<file path="src/include/vip_defs.vh">
// constants of the vectored interrupt priority logic
// assumes a single 50 MHz system clock and no bus; included by bare name
`ifndef VIP_DEFS_VH
`define VIP_DEFS_VH

// maskable source count and index width
`define VIP_NSRC 22
`define VIP_IDXW 5
// default priority index of each maskable source
`define VIP_I_WDT 0
`define VIP_I_PIN0 1
`define VIP_I_REMEDGE 5
`define VIP_I_SER 6
`define VIP_I_SER2 7
`define VIP_I_TX 8
`define VIP_I_WINT 9
`define VIP_I_TMA 10
`define VIP_I_TMB 11
`define VIP_I_TMC 12
`define VIP_I_TMD 13
`define VIP_I_ADC 14
`define VIP_I_WOVF 15
`define VIP_I_KEY0 16
`define VIP_I_RERR 17
`define VIP_I_RGUIDE 18
`define VIP_I_REND 19
`define VIP_I_RFULL 20
`define VIP_I_KEY1 21
// vector table: base 0004H, two-byte step per priority level
`define VIP_VEC_BASE 16'h0004
`define VIP_VEC_NMI 16'h0004
// reset values
`define VIP_MASK_RST 22'h3FFFFF
`define VIP_FLAG_RST 22'h000000
// pin edge select codes
`define VIP_EDGE_FALL 2'h0
`define VIP_EDGE_RISE 2'h1
`define VIP_EDGE_NONE 2'h2
`define VIP_EDGE_BOTH 2'h3
// watchdog mode select values
`define VIP_WDT_MODE1 1'h1
`define VIP_WDT_INTERVAL 1'h0
// pin count: four edge pins, two key return inputs
`define VIP_NPIN 6

`endif

</file>
<file path="src/hdl/vip_pin_edge.v">
// pin edge detection for the external maskable sources
// assumes pins are asynchronous to ref_clk; emits one-cycle pulses
`timescale 1ns/100ps
`default_nettype none
`include "vip_defs.vh"

module vip_pin_edge (
  input wire ref_clk,
  input wire rstn,
  input wire [`VIP_NPIN-1:0] pin_in,
  input wire [2*`VIP_NPIN-1:0] edge_mode,
  output reg [`VIP_NPIN-1:0] edge_pulse
);

  reg [`VIP_NPIN-1:0] meta_reg;
  reg [`VIP_NPIN-1:0] sync_reg;
  reg [`VIP_NPIN-1:0] last_reg;
  reg [1:0] warm_reg;
  wire [`VIP_NPIN-1:0] hit;

  ////////////////////////////////////////////////////////////////
  // first stage feeds only the second one
  always @(posedge ref_clk or negedge rstn) begin
    if (!rstn) begin
      meta_reg <= {`VIP_NPIN{1'b0}};
      sync_reg <= {`VIP_NPIN{1'b0}};
      last_reg <= {`VIP_NPIN{1'b0}};
      warm_reg <= 2'h0;
      edge_pulse <= {`VIP_NPIN{1'b0}};
    end else begin
      meta_reg <= pin_in;
      sync_reg <= meta_reg;
      last_reg <= sync_reg;
      if (warm_reg != 2'h3) begin
        warm_reg <= warm_reg + 2'h1;
      end
      // a high idle pin would look like a rising edge until the chain fills
      edge_pulse <= (warm_reg == 2'h3) ? hit : {`VIP_NPIN{1'b0}};
    end
  end

  ////////////////////////////////////////////////////////////////
  genvar g;
  generate
    for (g = 0; g < `VIP_NPIN; g = g + 1) begin : g_pin
      wire [1:0] m;
      wire rise;
      wire fall;
      assign m = edge_mode[2*g+1:2*g];
      assign rise = sync_reg[g] & ~last_reg[g];
      assign fall = ~sync_reg[g] & last_reg[g];
      assign hit[g] = (m == `VIP_EDGE_RISE) ? rise :
                      (m == `VIP_EDGE_FALL) ? fall :
                      (m == `VIP_EDGE_BOTH) ? (rise | fall) : 1'b0;
    end
  endgenerate

endmodule
`default_nettype wire

</file>
<file path="src/hdl/vip_prio_enc.v">
// fixed priority encoder: lowest index wins
// assumes purely combinational use inside the controller
`timescale 1ns/100ps
`default_nettype none
`include "vip_defs.vh"

module vip_prio_enc (
  input wire [`VIP_NSRC-1:0] req,
  output wire found,
  output wire [`VIP_IDXW-1:0] index
);

  // a chain keeps the depth linear but small at 22 entries
  wire [`VIP_NSRC:0] taken;
  wire [`VIP_IDXW-1:0] pick [0:`VIP_NSRC];

  assign taken[0] = 1'b0;
  assign pick[0] = {`VIP_IDXW{1'b0}};

  genvar g;
  generate
    for (g = 0; g < `VIP_NSRC; g = g + 1) begin : g_lvl
      localparam [`VIP_IDXW-1:0] LVL = g;
      wire win;
      assign win = req[g] & ~taken[g];
      assign taken[g+1] = taken[g] | req[g];
      assign pick[g+1] = win ? LVL : pick[g];
    end
  endgenerate

  assign found = taken[`VIP_NSRC];
  assign index = pick[`VIP_NSRC];

endmodule
`default_nettype wire

</file>
<file path="src/hdl/vip_irq_ctrl.v">
// vectored interrupt priority logic: request flags, masks, vectors
// assumes peripheral events are one-cycle pulses on ref_clk,
// pins are asynchronous, and the cpu acks the presented vector
`timescale 1ns/100ps
`default_nettype none
`include "vip_defs.vh"

// Contract
// RULE1 - masked sources never reach the cpu
// RULE2 - simultaneous requests: level 0 wins
// RULE3 - any maskable request releases standby; the code releases it only for unmasked requests
// RULE4 - variants: 5 or 6 external sources
// RULE5 - extra key return: priority 21, 002EH
// RULE6 - watchdog mode 1 overflow raises nmi
// RULE7 - interval mode overflow: maskable, priority 0
// RULE8 - one watchdog path active at once
// RULE9 - edge pins: priorities 1-4, 0006H-000CH
// RULE10 - remote edge: priority 5, 000EH
// RULE11 - serial rx and 3-wire share priority 6
// RULE12 - second 3-wire end: priority 7, 0012H
// RULE13 - priorities 8-15: vectors 0014H-0022H
// RULE14 - cascade mode: combined match fires level 12
// RULE15 - first key return: priority 16, 0024H
// RULE16 - remote error/guide/end/full: levels 17-20
// RULE17 - flag sets on event, clears on ack/reset/write
// RULE18 - reset sets every mask flag
// RULE19 - nmi unconditional, outranks all maskable
// RULE20 - present best unmasked vector when enabled
module vip_irq_ctrl #(
  parameter LARGE_VARIANT = 1
) (
  input wire ref_clk,
  input wire rstn,
  // watchdog
  input wire watchdog_irq,
  input wire wdt_mode,
  // external pins
  input wire ext_pin0,
  input wire ext_pin1,
  input wire ext_pin2,
  input wire ext_pin3,
  input wire key_pin0,
  input wire key_pin1,
  input wire [1:0] ext_edge_mode_reg0,
  input wire [5:0] ext_edge_mode_reg1,
  input wire key_return_mode_reg0,
  input wire key_return_mode_reg1,
  // internal peripheral events
  input wire remote_edge_irq,
  input wire serial_rx_done_irq,
  input wire serial_3wire_done_irq,
  input wire second_3wire_done_irq,
  input wire serial_tx_done_irq,
  input wire watch_interval_irq,
  input wire timer_a_match_irq,
  input wire timer_b_match_irq,
  input wire timer_c_match_irq,
  input wire timer_d_match_irq,
  input wire timer_cascade,
  input wire adc_done_irq,
  input wire watch_overflow_irq,
  input wire remote_error_irq,
  input wire remote_guide_irq,
  input wire remote_end_irq,
  input wire remote_shift_full_irq,
  // software access
  input wire flag_wr,
  input wire [`VIP_NSRC-1:0] flag_wdata,
  input wire mask_wr,
  input wire [`VIP_NSRC-1:0] mask_wdata,
  // cpu side
  input wire global_irq_enable,
  input wire cpu_ack,
  output reg irq_req_reg,
  output reg irq_nmi_reg,
  output reg [`VIP_IDXW-1:0] irq_index_reg,
  output reg [15:0] irq_vector_reg,
  output reg standby_release_reg,
  output reg [`VIP_NSRC-1:0] req_flag_reg,
  output reg [`VIP_NSRC-1:0] mask_flag_reg,
  output reg nmi_pend_reg
);

  ////////////////////////////////////////////////////////////////
  // declarations
  wire [`VIP_NPIN-1:0] pin_raw;
  wire [2*`VIP_NPIN-1:0] pin_mode;
  wire [`VIP_NPIN-1:0] pin_edge;
  wire [`VIP_NSRC-1:0] src_event;
  wire [`VIP_NSRC-1:0] src_valid;
  wire [`VIP_NSRC-1:0] ack_hit;
  wire [`VIP_NSRC-1:0] flag_next;
  wire [`VIP_NSRC-1:0] mask_next;
  wire [`VIP_NSRC-1:0] live;
  wire wdt_nmi_mode;
  wire wdt_nmi_event;
  wire wdt_mask_event;
  wire cascade_match;
  wire tmc_event;
  wire ack_nmi;
  wire ack_mask;
  wire nmi_pend_next;
  wire enc_found;
  wire [`VIP_IDXW-1:0] enc_index;
  wire [`VIP_IDXW-1:0] sel_index;
  wire req_next;
  wire nmi_next;
  wire [15:0] vector_next;
  wire standby_next;

  ////////////////////////////////////////////////////////////////
  // external edge pins and key return inputs
  assign pin_raw = {key_pin1, key_pin0, ext_pin3, ext_pin2, ext_pin1, ext_pin0};
  // key return is a falling edge when enabled, silent otherwise
  assign pin_mode = {
    (key_return_mode_reg1 ? `VIP_EDGE_FALL : `VIP_EDGE_NONE),
    (key_return_mode_reg0 ? `VIP_EDGE_FALL : `VIP_EDGE_NONE),
    ext_edge_mode_reg1,
    ext_edge_mode_reg0
  };

  vip_pin_edge u_pin_edge (
    .ref_clk(ref_clk),
    .rstn(rstn),
    .pin_in(pin_raw),
    .edge_mode(pin_mode),
    .edge_pulse(pin_edge)
  );

  ////////////////////////////////////////////////////////////////
  // watchdog routing
  // RULE8 one path only
  assign wdt_nmi_mode = (wdt_mode == `VIP_WDT_MODE1);
  // RULE6 nmi on mode 1
  assign wdt_nmi_event = watchdog_irq & wdt_nmi_mode;
  // RULE7 interval mode maskable
  assign wdt_mask_event = watchdog_irq & ~wdt_nmi_mode;

  ////////////////////////////////////////////////////////////////
  // timer level 12 source
  // RULE14 combined cascade match
  assign cascade_match = timer_b_match_irq & timer_c_match_irq;
  assign tmc_event = timer_cascade ? cascade_match : timer_c_match_irq;

  ////////////////////////////////////////////////////////////////
  // source map: bit index is the default priority level
  // RULE7 level 0
  assign src_event[`VIP_I_WDT] = wdt_mask_event;
  // RULE9 levels 1 to 4
  assign src_event[`VIP_I_PIN0+3:`VIP_I_PIN0] = pin_edge[3:0];
  // RULE10 remote edge
  assign src_event[`VIP_I_REMEDGE] = remote_edge_irq;
  // RULE11 shared serial request
  assign src_event[`VIP_I_SER] = serial_rx_done_irq | serial_3wire_done_irq;
  // RULE12 second 3-wire unit
  assign src_event[`VIP_I_SER2] = second_3wire_done_irq;
  // RULE13 levels 8 to 15
  assign src_event[`VIP_I_TX] = serial_tx_done_irq;
  assign src_event[`VIP_I_WINT] = watch_interval_irq;
  assign src_event[`VIP_I_TMA] = timer_a_match_irq;
  assign src_event[`VIP_I_TMB] = timer_b_match_irq;
  assign src_event[`VIP_I_TMC] = tmc_event;
  assign src_event[`VIP_I_TMD] = timer_d_match_irq;
  assign src_event[`VIP_I_ADC] = adc_done_irq;
  assign src_event[`VIP_I_WOVF] = watch_overflow_irq;
  // RULE15 first key return
  assign src_event[`VIP_I_KEY0] = pin_edge[4];
  // RULE16 remote receiver levels
  assign src_event[`VIP_I_RERR] = remote_error_irq;
  assign src_event[`VIP_I_RGUIDE] = remote_guide_irq;
  assign src_event[`VIP_I_REND] = remote_end_irq;
  assign src_event[`VIP_I_RFULL] = remote_shift_full_irq;
  // RULE5 extra key return at 21
  assign src_event[`VIP_I_KEY1] = pin_edge[5];

  // RULE4 variant source set
  // the smaller part has no second key return; its flag stays clear
  assign src_valid = LARGE_VARIANT ? {`VIP_NSRC{1'b1}} :
                     {1'b0, {(`VIP_NSRC-1){1'b1}}};

  ////////////////////////////////////////////////////////////////
  // acknowledge decode
  // the cpu acks what is on irq_index_reg in the same cycle
  assign ack_nmi = cpu_ack & irq_req_reg & irq_nmi_reg;
  assign ack_mask = cpu_ack & irq_req_reg & ~irq_nmi_reg;

  ////////////////////////////////////////////////////////////////
  // request flags, one per source
  genvar g;
  generate
    for (g = 0; g < `VIP_NSRC; g = g + 1) begin : g_flag
      localparam [`VIP_IDXW-1:0] LVL = g;
      wire base;
      assign ack_hit[g] = ack_mask & (irq_index_reg == LVL);
      assign base = flag_wr ? flag_wdata[g] : req_flag_reg[g];
      // RULE17 set beats clear
      assign flag_next[g] = src_valid[g] & ((base & ~ack_hit[g]) | src_event[g]);
    end
  endgenerate

  ////////////////////////////////////////////////////////////////
  // mask flags; unused bit of the small part reads as masked
  assign mask_next = mask_wr ? (mask_wdata | ~src_valid) : mask_flag_reg;

  ////////////////////////////////////////////////////////////////
  // non-maskable pending state
  // RULE19 unconditional nmi
  assign nmi_pend_next = (nmi_pend_reg & ~ack_nmi) | wdt_nmi_event;

  ////////////////////////////////////////////////////////////////
  // selection works on next-state values so the presented vector
  // drops in the same edge that a flag clears, avoiding double acks
  // RULE1 mask gate
  assign live = flag_next & ~mask_next;

  // RULE2 fixed priority
  vip_prio_enc u_prio_enc (
    .req(live),
    .found(enc_found),
    .index(enc_index)
  );

  // RULE19 nmi outranks maskable
  assign nmi_next = nmi_pend_next;
  assign sel_index = nmi_next ? {`VIP_IDXW{1'b0}} : enc_index;
  // RULE20 enable gates maskable only
  assign req_next = nmi_next | (enc_found & global_irq_enable);
  // RULE13 two-byte vector step
  assign vector_next = nmi_next ? `VIP_VEC_NMI :
                       (`VIP_VEC_BASE + {10'h000, enc_index, 1'b0});
  // RULE3 standby release
  // wake-up ignores the global enable so a halted core can resume
  assign standby_next = nmi_next | enc_found;

  ////////////////////////////////////////////////////////////////
  // state and outputs
  always @(posedge ref_clk or negedge rstn) begin
    if (!rstn) begin
      req_flag_reg <= `VIP_FLAG_RST;
      // RULE18 all masked
      mask_flag_reg <= `VIP_MASK_RST;
      nmi_pend_reg <= 1'b0;
      irq_req_reg <= 1'b0;
      irq_nmi_reg <= 1'b0;
      irq_index_reg <= {`VIP_IDXW{1'b0}};
      irq_vector_reg <= 16'h0000;
      standby_release_reg <= 1'b0;
    end else begin
      req_flag_reg <= flag_next;
      mask_flag_reg <= mask_next;
      nmi_pend_reg <= nmi_pend_next;
      irq_req_reg <= req_next;
      irq_nmi_reg <= nmi_next;
      irq_index_reg <= sel_index;
      irq_vector_reg <= req_next ? vector_next : 16'h0000;
      standby_release_reg <= standby_next;
    end
  end

endmodule
`default_nettype wire

</file>
<file path="config.mk">
export PLATFORM = sky130hd
export DESIGN_NAME = vip_irq_ctrl
export DESIGN_NICKNAME = d
export VERILOG_FILES = /design/src/hdl/vip_pin_edge.v /design/src/hdl/vip_prio_enc.v /design/src/hdl/vip_irq_ctrl.v
export VERILOG_INCLUDE_DIRS = /design/src /design/src/include
export SDC_FILE = /design/constraint.sdc
export NUM_CORES = 1
export LEC_CHECK = 0
export ABC_AREA = 1
export BUFFER_PORTS_ARGS = -buffer_cell sky130_fd_sc_hd__buf_4
export CAP_MARGIN = 20
export CORE_UTILIZATION = 53
export CTS_BUF_LIST = sky130_fd_sc_hd__clkbuf_4
export DETAILED_ROUTE_END_ITERATION = 7
export GPL_TIMING_DRIVEN = 0
export PLACE_DENSITY_LB_ADDON = 0.15
export SYNTH_ARGS = -nofsm -noshare
export SYNTH_HDL_FRONTEND = slang
export SYNTH_HIERARCHICAL = 1
export SYNTH_SLANG_ARGS = --single-unit
</file>
<file path="constraint.sdc">
create_clock -name ref_clk -period 3.6 [get_ports ref_clk]
set_input_delay 0.36 -clock ref_clk [delete_from_list [all_inputs] [get_ports ref_clk]]
set_output_delay 0.36 -clock ref_clk [all_outputs]
set_load 0.02 [all_outputs]
</file>
==> impl_metrics.tcl, run 1 <==
set metrics [dict create \
    routed_wl_um 11300 \
    setup-tns-final_ns 0 \
    dieHeight_um 95.5 \
    gr-usage-met1_pct 30.3 \
    slew_headroom_pct 56.4 \
    num_vias 3971 \
    cts_max_level 3 \
    route.detailed.drc 0 \
    synth_ff_type "dfrtp_1" \
    hold_path.class "input port to flop" \
    postCtsResizedCells 0 \
    drv_cap 0 \
    clkTransAtPathRegs_ns 0.14 \
    routed_via_density 4.91 \
    dp_hpwl_um 8610 \
    synth_seq_area_share_pct 46.0 \
    nFillCells 630 \
    fmax_mhz 312 \
    irDropWorstVdd_v 0.000280 \
    overflow 0 \
    cts-buffers-inserted 9 \
    start_util_pct 55.5 \
    use_met3_pct 3.11 \
    critPathCaptureType "flop" \
    cp-start-kind "flop" \
    die_w_um 95.5 \
    syn_area_per_cell_um2 8.83 \
    final_area_um2 6120 \
    grt_max_degree 85 \
    hold_violations 0 \
    port_buffers 142 \
    grt_pass1_wl_um 17200 \
    multi_input_area_um2 1970 \
    wire_per_inst_um 14.0 \
    antenna_cells 0 \
    synth_area_um2 4630 \
    finClkSkew_ns 0.0152 \
    track_usage_pct 25.2 \
    num_rows 33 \
    place_area_um2 5880 \
    cts_buffer_depth 2 \
    finalCritPeriodShare_pct 89.1 \
    cts_num_sinks 84 \
    yosysUniqueCellTypes 38 \
    worstPathRequired_ns 3.94 \
    status "finished clean" \
    die_area_um2 9110 \
    min_period_ns 3.21 \
    cts_root_buf "clkbuf_4" \
    ys_async_sr_fraction_pct 100 \
    syn_inst 524 \
    setup_viol 0 \
    rsz0062_at_grt "false" \
    area.growth.synth_to_final_pct 32.1 \
    layout-drive-gt1-share_pct 37.9 \
    cts_tree "done" \
    ys_seq_elements 84 \
    coreArea_um2 8340 \
    nets 798 \
    ant_nets 0 \
    seq_area_um2 2130 \
    drv_slew 0 \
    drtIter0Drc 172 \
    tightest_slew_ns 0.645 \
    antenna_found_initial 0 \
    synth_edf_count 0 \
    leakage_nw 3.30 \
    top_usage_layer "met2" \
    powerDensity_nw_per_um2 381 \
    gp_congestion 0.847 \
    met2_usage_pct 45.5 \
    path_class "flop to flop" \
    ios 154 \
    clk_latency_ns 0.43 \
    grt_pass1_vias 3690 \
    dr.pass1.iters 7 \
    cp_data_arrival_time_ns 3.55 \
    crit_fanout 8 \
    yosys_warnings 6 \
]
-- per-stage QoR --
step	utilization (%)	setup slack (ns)	power [mW]	hold WS, ns	cells
2_1_floorplan	-	0.738	1.49	0.0644	538
3_3_place_gp	70.5	0.491	1.74	0.334	785
3_5_place_dp	70.5	0.435	1.75	0.336	785
4_1_cts	72.8	0.412	2.34	0.00176	806
5_1_grt	73.3	0.104	2.45	0.112	809
6_report	73.3	0.394	2.33	0.119	809
-- cells in the mapped netlist (6+ instances only) --
cell,count,area [µm²]
inv_1,107,402
dfstp_2,22,578
ha_1,14,175
a21oi_2,20,175
buf_6,6,67.6
nor2_4,7,78.8
buf_4,13,97.6
mux2_4,20,300
nand3_1,12,60.1
nor2_1,37,139
o21ai_1,24,120
nand2_1,128,480
dfrtp_1,62,1550
-- layout make-up --
cell class / count / share of cell area (%)
repair buffers: 150 / 18.9
inverters: 110 / 6.75
flip-flops and latches: 84 / 34.8
clock buffers: 10 / 1.23
plain buffers: 19 / 2.70
well taps: 105 / 2.15
multi-input cells: 325 / 32.3
clock inverters: 6 / 1.17
-- kinds of logic after synthesis --
family / count (synthesis) / synth area share [%]
other: 1 / 0.0810
AND/OR/NAND/NOR: 207 / 20.7
XOR/XNOR: 3 / 0.568
AO/OA/AOI/OAI: 64 / 9.41
flip-flops: 84 / 46.0
buffers and inverters: 129 / 12.5
adder cells (fa/ha/maj): 14 / 3.78
multiplexers: 22 / 6.97
-- placed cells by master, fill, tap and decap left out, types with 4 or more instances in the layout --
cell             n
nor2_1          37
nand3_2          4
nand2_1        128
o21ai_1         24
a21oi_1          4
o21ai_0          4
a21oi_2         20
inv_1          107
ha_1            14
o21ai_2          5
dfstp_2         22
dlygate4sd3_1    7
nand4_1          4
buf_6            6
mux2_4          20
dfrtp_1         62
nand3b_1         4
conb_1          15
nor2_4           7
clkbuf_4        10
nand3_1         12
buf_4          155
-- critical path, stage by stage (launching register included) --
cell and delay, ns:
dfrtp_1 0.45, inv_1 0.08, nand3_2 0.16, nor2_4 0.21, nand2_1 0.09, nand2_1 0.08
a21oi_1 0.12, nor2_4 0.17, nand3_2 0.12, nor2_2 0.11, nand4_2 0.12, nor2_4 0.15
nand4_4 0.12, nor2_4 0.14, nand4_4 0.10, nor2_4 0.13, nand2_2 0.07, nor2_4 0.10
o21ai_1 0.07, nand2_1 0.12, ha_1 0.20, xnor2_1 0.12, nor2_1 0.07
-- where the power goes --
group          switching [mW]  leakage (nW)  total (mW)  internal [mW]
Combinational           0.384          2.29       0.669          0.286
Clock                   0.351        0.0736       0.577          0.226
Sequential             0.0437         0.941        1.08           1.04
Total                   0.779          3.30        2.33           1.55
-- routing by layer --
metal / routed length, µm / vias up
met1: 4570 / 1861
li1: - / 1946
met4: 201 / 0
met5: 0 / -
met2: 5890 / 145
met3: 629 / 19
-- path summary, 6_finish.rpt --
path                                                        from                               end  slack, ns  cells past startpoint
worst max register to register             irq_nmi_reg$_DFF_PN0_       irq_vector_reg[4]$_DFF_PN0_       0.39                     22
worst max-delay path                       irq_nmi_reg$_DFF_PN0_       irq_vector_reg[4]$_DFF_PN0_       0.39                     22
worst min-delay path                            remote_guide_irq        req_flag_reg[18]$_DFF_PN0_       0.12                      3
worst min register to register  u_pin_edge/meta_reg[2]$_DFF_PN0_  u_pin_edge/sync_reg[2]$_DFF_PN0_       0.37                      0
min in group asynchronous                                   rstn         req_flag_reg[6]$_DFF_PN0_       0.42                      2
max in group asynchronous                                   rstn       mask_flag_reg[16]$_DFF_PN1_       2.50                      3
-- timing repair --
action                    in CTS  in global routing
buffers inserted               0                  0
hold buffers                   5                  2
hold endpoints to repair       5                 28
No activity file was read; power rests on OpenSTA's default activity.
==> run 2, diff against run 1 <==
Settings changed: GPL_TIMING_DRIVEN 0 to default.
Clock period 3.6 ns to 3.2 ns, I/O delays scaled along.
==> impl_metrics.tcl, run 2 (synthesis gave the netlist of run 1 again) <==
set metrics [dict create \
    cts_buffer_depth 2 \
    dp_hpwl_um 8310 \
    layout-drive-gt1-share_pct 41.8 \
    cp-start-kind "flop" \
    irDropWorstVdd_v 0.000323 \
    seq_area_um2 2130 \
    finClkSkew_ns 0.0230 \
    cts_tree "done" \
    status "finished clean" \
    rsz0062_at_grt "true" \
    leakage_nw 3.31 \
    die_w_um 95.5 \
    overflow 0 \
    min_period_ns 3.11 \
    pre_cts_ws_ns 0.132 \
    die_area_um2 9110 \
    dieHeight_um 95.5 \
    fin_ws_ns 0.0894 \
    setup_viol 0 \
    cp_data_arrival_time_ns 3.46 \
    cts_max_level 3 \
    hold_path.class "input port to flop" \
    wire_per_inst_um 13.8 \
    area.growth.synth_to_final_pct 34.8 \
    track_usage_pct 24.6 \
    crit_fanout 7 \
    clk_latency_ns 0.44 \
    ios 154 \
    hold_violations 0 \
    multi_input_area_um2 2080 \
    gp_congestion 0.902 \
    drv_slew 0 \
    antenna_cells 0 \
    grt_pass1_vias 3663 \
    routed_via_density 4.86 \
    finalCritPeriodShare_pct 97.2 \
    routed_wl_um 11200 \
    grt_max_degree 85 \
    antenna_found_initial 0 \
    num_vias 3937 \
    worstPathRequired_ns 3.55 \
    cts_num_sinks 84 \
    dr.pass1.iters 5 \
    path_class "flop to flop" \
    port_buffers 143 \
    drv_cap 0 \
    num_rows 33 \
    nets 799 \
    final_common_cell "buf_4" \
    clkTransAtPathRegs_ns 0.15 \
    layout_common_cells "buf_4 (162), nand2_1 (118), inv_1 (105)" \
    coreArea_um2 8340 \
    ant_nets 0 \
    critPathCaptureType "flop" \
    p_total_mw 2.76 \
    nFillCells 644 \
    route.detailed.drc 0 \
    fmax_mhz 321 \
    powerDensity_nw_per_um2 443 \
    drtIter0Drc 202 \
    cts-buffers-inserted 9 \
    grt_pass1_wl_um 16900 \
    start_util_pct 55.5 \
    cts_root_buf "clkbuf_4" \
]
-- run 2: cell types whose count changed in the layout (fill, tap and decap cells not counted), moves of 2 or more --
| cell | change |
|---|---|
| nand2_1 | -10 |
| nand2_2 | +10 |
| buf_4 | +7 |
| nor2_1 | -7 |
| buf_6 | -6 |
| nor2_2 | +5 |
| dfrtp_1 | -2 |
| dfrtp_2 | +2 |
| inv_1 | -2 |
| inv_2 | +2 |
| nand3_1 | -2 |
| nor2_4 | +2 |
-- run 2: repair_timing --
action	in CTS	in global routing
hold buffers	6	1
resized for setup	0	33
buffers inserted	0	17
endpoints found under the setup margin	0	6
hold endpoints to repair	6	12
-- run 2: worst paths after layout --
check / slack (ns) / to / depth (start not counted) / from
worst max register to register: 0.09 / irq_vector_reg[4]$_DFF_PN0_ / 20 / irq_nmi_reg$_DFF_PN0_
worst max-delay path: 0.09 / irq_vector_reg[4]$_DFF_PN0_ / 20 / irq_nmi_reg$_DFF_PN0_
max in group asynchronous: 2.25 / mask_flag_reg[1]$_DFF_PN1_ / 3 / rstn
min in group asynchronous: 0.29 / req_flag_reg[6]$_DFF_PN0_ / 2 / rstn
worst min register to register: 0.37 / u_pin_edge/sync_reg[4]$_DFF_PN0_ / 0 / u_pin_edge/meta_reg[4]$_DFF_PN0_
worst min-delay path: 0.08 / req_flag_reg[8]$_DFF_PN0_ / 3 / serial_tx_done_irq
-- run 2: layer usage --
| layer | up-vias | share of wire, % | global-route usage [%] |
|---|---|---|---|
| met5 | - | 0 | 0 |
| met4 | 0 | 0.96 | 6.84 |
| met3 | 12 | 6.1 | 5.74 |
| met2 | 130 | 51 | 42.8 |
| met1 | 1853 | 41 | 30.5 |
| li1 | 1942 | - | - |
-- run 2: power breakdown --
group / internal (mW) / switching [mW] / total (mW) / leakage, nW
clock network: 0.335 / 0.388 / 0.723 / 0.0891
registers: 1.17 / 0.0515 / 1.22 / 0.938
logic: 0.359 / 0.460 / 0.819 / 2.28
-- run 2: area by class of cell --
cell class              count  share of cell area [%]
flip-flops and latches     84                    34.2
multi-input cells         325                    33.3
repair buffers            170                    21.1
inverters                 110                    6.62
well taps                 105                    2.11
clock inverters             6                    1.54
clock buffers              10                    1.20
-- run 2: critical path, stage by stage, from the launching register on --
cell	delay [ns]
dfrtp_1	0.43
inv_2	0.08
nand3_4	0.08
nor2_4	0.21
nand2_2	0.08
nand2_2	0.07
a21oi_2	0.08
nor2_2	0.16
nand3_2	0.12
nor2_2	0.13
nand4_2	0.11
nor2_4	0.17
nand4_4	0.12
nor2_4	0.16
nand4_4	0.11
nor2_4	0.17
o21ai_1	0.10
nand4_1	0.28
ha_4	0.21
xnor2_2	0.10
nor2_1	0.06
-- run 2: per-stage QoR --
stage / cell area (µm²) / std cells / util, % / hold WS [ns] / TNS [ns]
4_1_cts: 5970 / 791 / 71.6 / 0.0637 / 0
3_5_place_dp: 5740 / 769 / 68.8 / 0.336 / 0
5_1_grt: 6240 / 810 / 74.8 / 0.0589 / -0.298
3_3_place_gp: 5740 / 769 / 68.8 / 0.332 / 0
6_report: 6240 / 810 / 74.8 / 0.0770 / 0
2_1_floorplan: 4680 / 538 / - / 0.0244 / 0
